## src/logic/muldiv_defines.svh

```systemverilog
/*
  Constants for the sliced multiply/divide datapath: widths, slice layout,
  step counts and reset values.
  Assumes inclusion by bare name from the package and the design module.
*/
`ifndef MULDIV_DEFINES_SVH
`define MULDIV_DEFINES_SVH

`define DP_WIDTH      16
`define SLICE_WIDTH   4
`define SLICE_COUNT   4
`define REG_COUNT     16
`define ADDR_WIDTH    4
`define ZERO_WORD     16'h0000
`define ONE_WORD      16'h0001
`define UMUL_STEPS    5'h10
`define SMUL_STEPS    5'h0f
`define TOP_BIT       15

`endif

```

## src/logic/muldiv_pkg.sv

```systemverilog
/*
  Types for the sliced multiply/divide datapath.
  Assumes muldiv_defines.svh is on the include path.
*/
`include "muldiv_defines.svh"

package muldiv_pkg;

  // Operation selected by the sequencer each microcycle.
  typedef enum logic [2:0] {
    OP_HOLD,
    OP_LOAD_REG,
    OP_LOAD_Q,
    OP_UMUL,
    OP_SMUL,
    OP_SMUL_LAST,
    OP_DIV_STEP,
    OP_DIV_CORRECT
  } op_t;

  // One microinstruction from the sequencer.
  typedef struct packed {
    op_t                      op;
    logic [`ADDR_WIDTH-1:0]   addrA;
    logic [`ADDR_WIDTH-1:0]   addrB;
    logic [`DP_WIDTH-1:0]     dataIn;
  } micro_t;

  // Status returned to the status/shift unit.
  typedef struct packed {
    logic carryOut;
    logic overflow;
    logic sign;
    logic zero;
  } status_t;

endpackage : muldiv_pkg

```

## src/logic/sliced_muldiv.sv

```systemverilog
/*
  Sixteen-bit multiply/divide datapath of four cascaded 4-bit slices with a
  register file and a Q register. Assumes a sequencer issues one
  microinstruction each clock from the same clock domain, loads operands,
  counts steps and performs all divide scaling and abort decisions.
*/
`timescale 1ns/1ns
`default_nettype none
`include "muldiv_defines.svh"

module sliced_muldiv (
  input  wire logic                     clk,
  input  wire logic                     rst,
  input  wire muldiv_pkg::micro_t       micro,
  output var  logic [`DP_WIDTH-1:0]     resultB,
  output var  logic [`DP_WIDTH-1:0]     resultQ,
  output var  muldiv_pkg::status_t      status,
  output var  logic                     zeroPinOut,
  output var  logic                     zeroPinOe_n
);
  import muldiv_pkg::*;

  // ----------------------------------------------------------------------
  // Storage
  // ----------------------------------------------------------------------
  logic [`DP_WIDTH-1:0] regFile [`REG_COUNT];
  logic [`DP_WIDTH-1:0] qReg;

  // One 4-bit slice adder; the chained carry links the slices in order.
  function automatic logic [`SLICE_WIDTH:0] sliceAdd(
    input logic [`SLICE_WIDTH-1:0] a,
    input logic [`SLICE_WIDTH-1:0] b,
    input logic                    cin
  );
    sliceAdd = {1'b0, a} + {1'b0, b} + {{`SLICE_WIDTH{1'b0}}, cin};
  endfunction : sliceAdd

  // ----------------------------------------------------------------------
  // Operand selection
  // ----------------------------------------------------------------------
  wire logic [`DP_WIDTH-1:0] opA = regFile[micro.addrA];
  wire logic [`DP_WIDTH-1:0] opB = regFile[micro.addrB];
  wire logic isUmul = (micro.op == OP_UMUL);
  wire logic isSmul = (micro.op == OP_SMUL);
  wire logic isLast = (micro.op == OP_SMUL_LAST);
  wire logic isDiv  = (micro.op == OP_DIV_STEP) ||
                      (micro.op == OP_DIV_CORRECT);
  wire logic isMul  = isUmul || isSmul || isLast;

  // The shared zero line carries the multiplier LSB from the lowest slice.
  wire logic zeroLine = qReg[0];
  // Divide: signs differ means add the divisor, else subtract.
  wire logic signsDiffer = opB[`TOP_BIT] ^ opA[`TOP_BIT];

  // Divide: the first step compares signs, later steps reuse the last
  // quotient bit, because the shifted remainder can lose its sign bit.
  logic divRun;
  wire logic divSub = divRun ? qReg[0] : !signsDiffer;
  // Add on zero line in multiply; subtract on last step with negative sign.
  wire logic doSub = (isLast && zeroLine) || (isDiv && divSub);
  wire logic useA  = isDiv || ((isUmul || isSmul || isLast) && zeroLine);
  wire logic [`DP_WIDTH-1:0] addend =
    useA ? (doSub ? ~opA : opA) : `ZERO_WORD;
  // Carry-in is low for UMUL and SMUL steps; high only to complete a subtraction.
  wire logic carryIn = doSub;

  // ----------------------------------------------------------------------
  // Four cascaded slices
  // ----------------------------------------------------------------------
  logic [`SLICE_COUNT:0]     carryChain;
  logic [`DP_WIDTH-1:0]      aluOut;
  assign carryChain[0] = carryIn;
  for (genvar s = 0; s < `SLICE_COUNT; s++) begin : g_slice
    wire logic [`SLICE_WIDTH:0] sum = sliceAdd(
      opB[s*`SLICE_WIDTH +: `SLICE_WIDTH],
      addend[s*`SLICE_WIDTH +: `SLICE_WIDTH],
      carryChain[s]);
    assign aluOut[s*`SLICE_WIDTH +: `SLICE_WIDTH] = sum[`SLICE_WIDTH-1:0];
    assign carryChain[s+1] = sum[`SLICE_WIDTH];
  end

  wire logic carryTop = carryChain[`SLICE_COUNT];
  wire logic signTop  = aluOut[`TOP_BIT];
  // Overflow from operand and result signs; the carry into bit 15 is
  // buried inside the top slice and not visible on the slice chain.
  wire logic ovrTop   = (opB[`TOP_BIT] ~^ addend[`TOP_BIT]) &
                        (opB[`TOP_BIT] ^ signTop);

  // Bit entering the top output bit of the most significant slice.
  wire logic topFill = isUmul ? carryTop : (signTop ^ ovrTop);

  // Down shift: RAM shift low port of slice one feeds Q shift high port.
  wire logic [`DP_WIDTH-1:0] mulB = {topFill, aluOut[`TOP_BIT:1]};
  wire logic [`DP_WIDTH-1:0] mulQ = {aluOut[0], qReg[`TOP_BIT:1]};

  // Divide: quotient bit is one when the new remainder sign matches divisor.
  wire logic qBit = ~(signTop ^ opA[`TOP_BIT]);
  // Up shift of the 32-bit remainder/quotient pair; Q MSB feeds RAM LSB.
  wire logic [`DP_WIDTH-1:0] divB = {aluOut[`TOP_BIT-1:0], qReg[`TOP_BIT]};
  // Correction forces the final quotient bit to one as bias correction.
  wire logic lastQ = (micro.op == OP_DIV_CORRECT) ? 1'b1 : qBit;
  wire logic [`DP_WIDTH-1:0] divQ = {qReg[`TOP_BIT-1:0], lastQ};
  // The correction step keeps the remainder unshifted, scaled by 2^(n-1).
  wire logic [`DP_WIDTH-1:0] corrB = aluOut;

  // ----------------------------------------------------------------------
  // Next-state selection
  // ----------------------------------------------------------------------
  logic [`DP_WIDTH-1:0] next_b;
  logic [`DP_WIDTH-1:0] next_q;
  logic                 writeB;
  always_comb begin
    next_b = opB;
    next_q = qReg;
    writeB = 1'b0;
    unique case (micro.op)
      OP_HOLD:        begin end
      OP_LOAD_REG:    begin
        next_b = micro.dataIn;
        writeB = 1'b1;
      end
      OP_LOAD_Q:      next_q = opA;
      OP_UMUL, OP_SMUL: begin
        next_b = mulB;
        next_q = mulQ;
        writeB = 1'b1;
      end
      OP_SMUL_LAST:   begin
        // Final adjust keeps the sign-extension shift of signed steps.
        next_b = mulB;
        next_q = mulQ;
        writeB = 1'b1;
      end
      OP_DIV_STEP:    begin
        next_b = divB;
        next_q = divQ;
        writeB = 1'b1;
      end
      OP_DIV_CORRECT: begin
        next_b = corrB;
        next_q = divQ;
        writeB = 1'b1;
      end
    endcase
  end

  // Register file write; only the B-addressed word changes.
  always_ff @(posedge clk) begin
    if (writeB) begin
      regFile[micro.addrB] <= next_b;
    end
  end

  // Q register and outputs; outputs are registered for clean timing.
  always_ff @(posedge clk) begin
    if (rst) begin
      qReg        <= `ZERO_WORD;
      resultB     <= `ZERO_WORD;
      resultQ     <= `ZERO_WORD;
      status      <= '0;
      zeroPinOut  <= 1'b0;
      zeroPinOe_n <= 1'b1;
      divRun      <= 1'b0;
    end else begin
      qReg        <= next_q;
      resultB     <= next_b;
      resultQ     <= next_q;
      status      <= '{carryOut: carryTop, overflow: ovrTop,
                       sign: signTop, zero: (aluOut == `ZERO_WORD)};
      zeroPinOut  <= next_q[0];
      zeroPinOe_n <= ~(next_isMul(micro.op));
      divRun      <= (micro.op == OP_DIV_STEP);
    end
  end

  // Lowest slice keeps driving its zero pin for the following multiply step.
  function automatic logic next_isMul(input op_t op);
    next_isMul = (op == OP_UMUL) || (op == OP_SMUL) || (op == OP_LOAD_Q);
  endfunction : next_isMul

  // ----------------------------------------------------------------------
  // Checks
  // ----------------------------------------------------------------------
  // Reference 17-bit sum, sign-extended, for the true sign of each step.
  wire logic [`DP_WIDTH:0] wideSum = {opB[`TOP_BIT], opB} +
    {addend[`TOP_BIT], addend} + {{`DP_WIDTH{1'b0}}, carryIn};

  a_zero_pin_lsb: assert property (@(posedge clk) disable iff (rst)
    (isUmul || isSmul) |=> !zeroPinOe_n && zeroPinOut == $past(qReg[1]))
    else $error("zero pin does not follow multiplier lsb");

  a_umul_shift: assert property (@(posedge clk) disable iff (rst)
    isUmul |=> resultB == {$past(carryTop), $past(aluOut[`TOP_BIT:1])})
    else $error("unsigned step did not shift sum down");

  a_umul_add: assert property (@(posedge clk) disable iff (rst)
    isUmul && !zeroLine |-> aluOut == opB)
    else $error("partial product changed with zero line low");

  a_smul_fill: assert property (@(posedge clk) disable iff (rst)
    (isSmul || isLast) |=> resultB[`TOP_BIT] == $past(wideSum[`DP_WIDTH]))
    else $error("signed step top bit wrong");

  a_last_sub: assert property (@(posedge clk) disable iff (rst)
    isLast && !qReg[0] |-> aluOut == opB)
    else $error("positive multiplier sign altered product");

  a_q_chain: assert property (@(posedge clk) disable iff (rst)
    isMul |=> resultQ == {$past(aluOut[0]), $past(qReg[`TOP_BIT:1])})
    else $error("q shift chain broken");

  a_div_bias: assert property (@(posedge clk) disable iff (rst)
    micro.op == OP_DIV_CORRECT |=> resultQ[0])
    else $error("final quotient bit not forced");

  a_slice_carry: assert property (@(posedge clk) disable iff (rst)
    isUmul |-> {carryTop, aluOut} == {1'b0, opB} + {1'b0, addend})
    else $error("slice carry chain wrong");

endmodule : sliced_muldiv
`default_nettype wire

```

## config.mk

```make
export PLATFORM = sky130hd
export DESIGN_NAME = sliced_muldiv
export DESIGN_NICKNAME = d
export VERILOG_FILES = /design/src/logic/muldiv_pkg.sv /design/src/logic/sliced_muldiv.sv
export VERILOG_INCLUDE_DIRS = /design/src /design/src/logic
export SDC_FILE = /design/constraint.sdc
export NUM_CORES = 1
export LEC_CHECK = 0
export ABC_AREA = 1
export BUFFER_PORTS_ARGS = -buffer_cell sky130_fd_sc_hd__buf_2
export CORE_AREA = 3 3 247 249
export CTS_CLUSTER_DIAMETER = 100
export DETAILED_ROUTE_END_ITERATION = 10
export DIE_AREA = 0 0 250 252
export PLACE_DENSITY_LB_ADDON = 0.1
export SLEW_MARGIN = 10
export SYNTH_ARGS = -nofsm -noshare
export SYNTH_HDL_FRONTEND = slang
export SYNTH_SLANG_ARGS = --single-unit
```

## constraint.sdc

```tcl
create_clock -name clk -period 8.3 [get_ports clk]
set_input_delay 0 -clock clk [delete_from_list [all_inputs] [get_ports clk]]
set_output_delay 0 -clock clk [all_outputs]
set_load 0.005 [all_outputs]
```

== Word-level counts from Yosys, hierarchy flattened ==
Memory sizes are Yosys's and may differ from the RTL's.
Cells that the tools add are included.

* Register bits after elaboration: 38
* Bits in writable memories: 256
* Bits of input ports: 29
* Memories kept: 1

{| class="wikitable"
|+ Memories
! memory !! words !! width !! rd ports !! clocked after memory_dff !! write ports !! line !! RTL
|-
| regFile || 16 || 16 || 2 || 0 || 1 || sliced_muldiv.sv:26 || <nowiki>logic [`DP_WIDTH-1:0] regFile [`REG_COUNT];</nowiki>
|}

* Add/sub/neg operators: 8
* Eq/ne operators: 7
* Muxes and demuxes: 10
* Bitwise operators: 9
* Reduce and logical (&&, ||, !) cells: 15

{| class="wikitable"
|+ Operators by type and width
! cell !! count
|-
| $pmux 16 s4 || 1
|-
| $pmux 16 s3 || 1
|-
| $mux 16 || 2
|-
| $add 4x4->5 || 4
|-
| $add 5x1->5 || 4
|-
| $logic_not 16->1 || 1
|-
| $not 16->16 || 1
|-
| $eq 3x3->1 const B || 4
|-
| $eq 3x2->1 const B || 2
|-
| $logic_or 1x1->1 || 6
|-
| $mux 1 || 6
|-
| $reduce_or 6->1 || 1
|-
| $xor 1x1->1 || 4
|-
| $eq 3x1->1 const B || 1
|-
| $logic_and 1x1->1 || 3
|-
| $reduce_bool 3->1 || 1
|-
| $reduce_or 3->1 || 1
|-
| $not 1->1 || 2
|-
| $reduce_or 2->1 || 1
|-
| $and 1x1->1 || 1
|-
| $logic_not 1->1 || 1
|-
| $xnor 1x1->1 || 1
|}

== Longest topological paths before layout ==
An unclocked memory read counts as a cell.

* Word-level depth: 18
* Gate-level depth with buffers: 39
* Depth with buffers taken out: 38

== Worst setup path after synthesis ==
OpenSTA, ideal clock, no wires.

* Path type: register to register
* Start: mem regFile[10][15] (netlist name)
* End: mem regFile[0][15] (netlist name) (data pin)
* Arrival time: 6681 ps
* Path slack: 1293 ps
* Stages on the path, launching flop included: 38
* Buffers on the path: 1
* Path through: edfxtp_1 -> nand2_1 -> nand2_1 -> nand2_1 -> nand2_1 -> nand2_1 -> nand2_2 -> inv_2 -> nand2_4 -> nand2_1 -> nand3_2 -> nand2_4 -> nand2_4 -> buf_6 -> nand2_1 -> nand2_1 -> nor2_1 -> fa_1 -> (+2 left out) -> or2_2 -> nand2_1 -> a21oi_1 -> fa_1 -> fa_1 -> nor2_1 -> a211oi_1 -> fa_1 -> fa_1 -> nor2_1 -> a211oi_1 -> fa_1 -> o21ai_0 -> fa_1 -> inv_1 -> o22ai_1 -> a221oi_1 -> nand2_1

{| class="wikitable"
|+ RTL lines
! what !! line
|-
| from (decl) || sliced_muldiv.sv:26
|}

==> impl_metrics.tcl <==
set metrics [dict create \
    die_x_um 250 \
    initial_core_util_pct 24.9 \
    cts_num_sinks 294 \
    drc 0 \
    fillers 6046 \
    cts_root_buffer "clkbuf_16" \
    clockPowerShare_pct 40.6 \
    nets 1612 \
    place_ws_ns 0.472 \
    syn_inst 1467 \
    grt_start_max_net_pins 75 \
    rows 89 \
    numCtsBuffers 37 \
    drt_wl_total_um 61900 \
    grt_pass1_vias 12400 \
    instances_no_fill 2363 \
    crit_arrival_ns 8.15 \
    postSynthAreaPerCell_um2 10.0 \
    fp.coreArea_um2 58900 \
    seq_area_frac_synth_pct 57.6 \
    switchingPower_mw 1.20 \
    slew_violations 0 \
    synth.largest_area_cell "edfxtp_1" \
    path_class "flop to flop" \
    tritoncts "done" \
    synth-edff-count 256 \
    clk_pin_slew_worst_paths_ns 0.06 \
    critPathSlowestCell "dlygate4sd3_1" \
    grt.total_usage_pct 19.3 \
    synth.top_cells.by_count "edfxtp_1 (256), nand2_1 (249), nor2_1 (169), o21ai_0 (146), a22oi_1 (130)" \
    dp_cells 2271 \
    switching_share_pct 28.8 \
    yosysWarnings 0 \
    fin_crit_sh_pct 92.8 \
    cts.htree.levels 2 \
    maxCapViolations 0 \
    cp_common_cell "fa_1" \
    place_congestion 0.837 \
    dr.pass1.iters 5 \
    ys_ff_latch 294 \
    hp-class "input port to flop" \
    timing.setup.tns_ns 0 \
    status "complete, no violations" \
    period_needed_ns 7.70 \
    p_leak_nw 6.37 \
    combinationalPowerShare_pct 16.8 \
    crit_path_end_kind "flop" \
    die_h_um 252 \
    drive_above_1_share_pct 15.2 \
    async_flop_share_pct 0 \
    dieArea_um2 63000 \
    rsz0062_at_grt "no" \
    ys_top_cells_by_area "edfxtp_1 (52%), a22oi_1 (6.7%), nand2_1 (6.4%), dfxtp_1 (5.2%), o21ai_0 (5.0%)" \
    seqPwrFrac_pct 42.6 \
    num_antenna_cells 0 \
    grt-ovfl-total 0 \
    vias 12500 \
    cts_buffer_depth 3 \
    ant_nets 0 \
    setup_viol 0 \
    boundaryPins 67 \
    worst_pin_slew_ns 0.878 \
    vias_per_cell 5.27 \
    synth_most_common_cell "edfxtp_1" \
    portBuffers 66 \
    powerDensity_nw_per_um2 236 \
    cp-start-kind "flop" \
    cell_internal_pwr_mw 2.97 \
    path_max_fanout 17 \
    maxSlewHeadroom_pct 41.4 \
    synth_fp_nets 1517 \
    drt_iter0_drc 1205 \
    crit_required_ns 8.75 \
    max-vdd-ir-drop_v 0.000133 \
    grt_pass1_wl_um 89600 \
    clock-skew-final_ns 0.0298 \
    postCtsSetupRepairBufs 0 \
    netlist_area_um2 14700 \
    netlist.area_leader.share_pct 52.4 \
    setup_ws_ns 0.595 \
    wl_per_cell_um 26.2 \
    insertion_delay_ns 0.58 \
    crit_path_max_incr_delay_ns 0.58 \
    hpwl_um 39500 \
    antenna_found_initial 0 \
    clock.fmax_mhz 130 \
    synth_ff_type "edfxtp_1" \
    hold_viol 0 \
    ys_types 40 \
    area_growth_syn_to_layout_pct 20.2 \
    finish.utilization_pct 29.9 \
]
-- timing repair --
item | CTS | global route
hold buffers | 25 | 0
setup endpoints to repair | 0 | 33
gates resized for setup | 0 | 4
endpoints found under the hold margin | 19 | 0
-- per-stage QoR --
stage / instance area, µm² / hold WS [ns] / power, mW
after floorplan: 14700 / 0.196 / 2.18
after global placement: 16100 / 0.381 / 2.49
after detailed placement: 16100 / 0.380 / 2.49
after CTS: 17600 / 0.0441 / 4.21
after global routing: 17600 / 0.0923 / 4.35
final: 17600 / 0.0596 / 4.17
-- flip-flops by register name, summed over array words and instances, names as in the netlist --
register	flops
status	4
regFile	256
zeroPinOut	1
divRun	1
resultB	16
qReg	15
zeroPinOe_n	1
-- metal layers --
metal	global-route usage, %	share of wire (%)	vias to the layer above
met5	0	0	-
met2	31.3	46	495
met4	6.56	3.3	0
met1	26.4	45	6250
met3	3.03	5.9	117
li1	-	-	5600
-- worst max-delay path, delay by kind of cell (launching register included) --
family                     cells  cell delay [ns]
DFF                            1             0.40
AOI/OAI and AO/OA              5             0.79
adders and majority gates      8             3.55
and+or+nand+nor               17             1.82
buffers and inverters          3             0.71
xor gates and xnor gates       1             0.27
-- area by class of cell --
type                    instances  area, µm²  area share, %
flip-flops and latches        294       8450           47.9
multi-input cells            1002       5560           31.5
repair buffers                155       1140           6.46
well taps                     773        967           5.49
clock buffers                  45        966           5.48
clock inverters                22        284           1.61
inverters                      72        272           1.54
-- cell families after synthesis --
| group | share of synthesized area [%] |
|---|---|
| simple gates | 14.5 |
| compound gates | 20.3 |
| flops | 57.6 |
| buf+inv | 4.92 |
| fa+ha+maj | 2.25 |
| xor+xnor | 0.358 |
-- cell usage in the layout, fill, tap and decap left out, types with 37 or more instances in the layout --
cell type  Yosys  layout
buf_4          5      59
a21oi_1       62      62
clkbuf_16      0      37
edfxtp_1     256     256
buf_2         30      65
inv_1         60      60
nor2_1       169     153
o221ai_1      42      42
nand2_1      249     247
o21ai_0      146     146
nand3_1       47      47
a22oi_1      130     130
dfxtp_1       38      38
-- power groups by stage --
stage | sequential [mW] | clock, mW | combinational (mW)
after CTS | 1.78 | 1.74 | 0.696
after global routing | 1.78 | 1.81 | 0.761
final | 1.78 | 1.69 | 0.698
after global placement | 1.81 | 0 | 0.685
after detailed placement | 1.81 | 0 | 0.680
after floorplan | 1.80 | 0 | 0.380
-- final timing paths --
| check | startpoint | end | slack (ns) | cells past startpoint |
|---|---|---|---|---|
| hold / removal | micro[24] | resultB[15]$_SDFF_PP0_ | 0.06 | 6 |
| setup reg to reg | regFile[5][15]$_DFFE_PP_ | resultB[13]$_SDFF_PP0_ | 0.60 | 34 |
| hold reg to reg | qReg[8]$_SDFFE_PP0P_ | qReg[8]$_SDFFE_PP0P_ | 0.60 | 2 |
| setup / recovery | regFile[5][15]$_DFFE_PP_ | resultB[13]$_SDFF_PP0_ | 0.60 | 34 |
(Power assumes the default switching activity.)
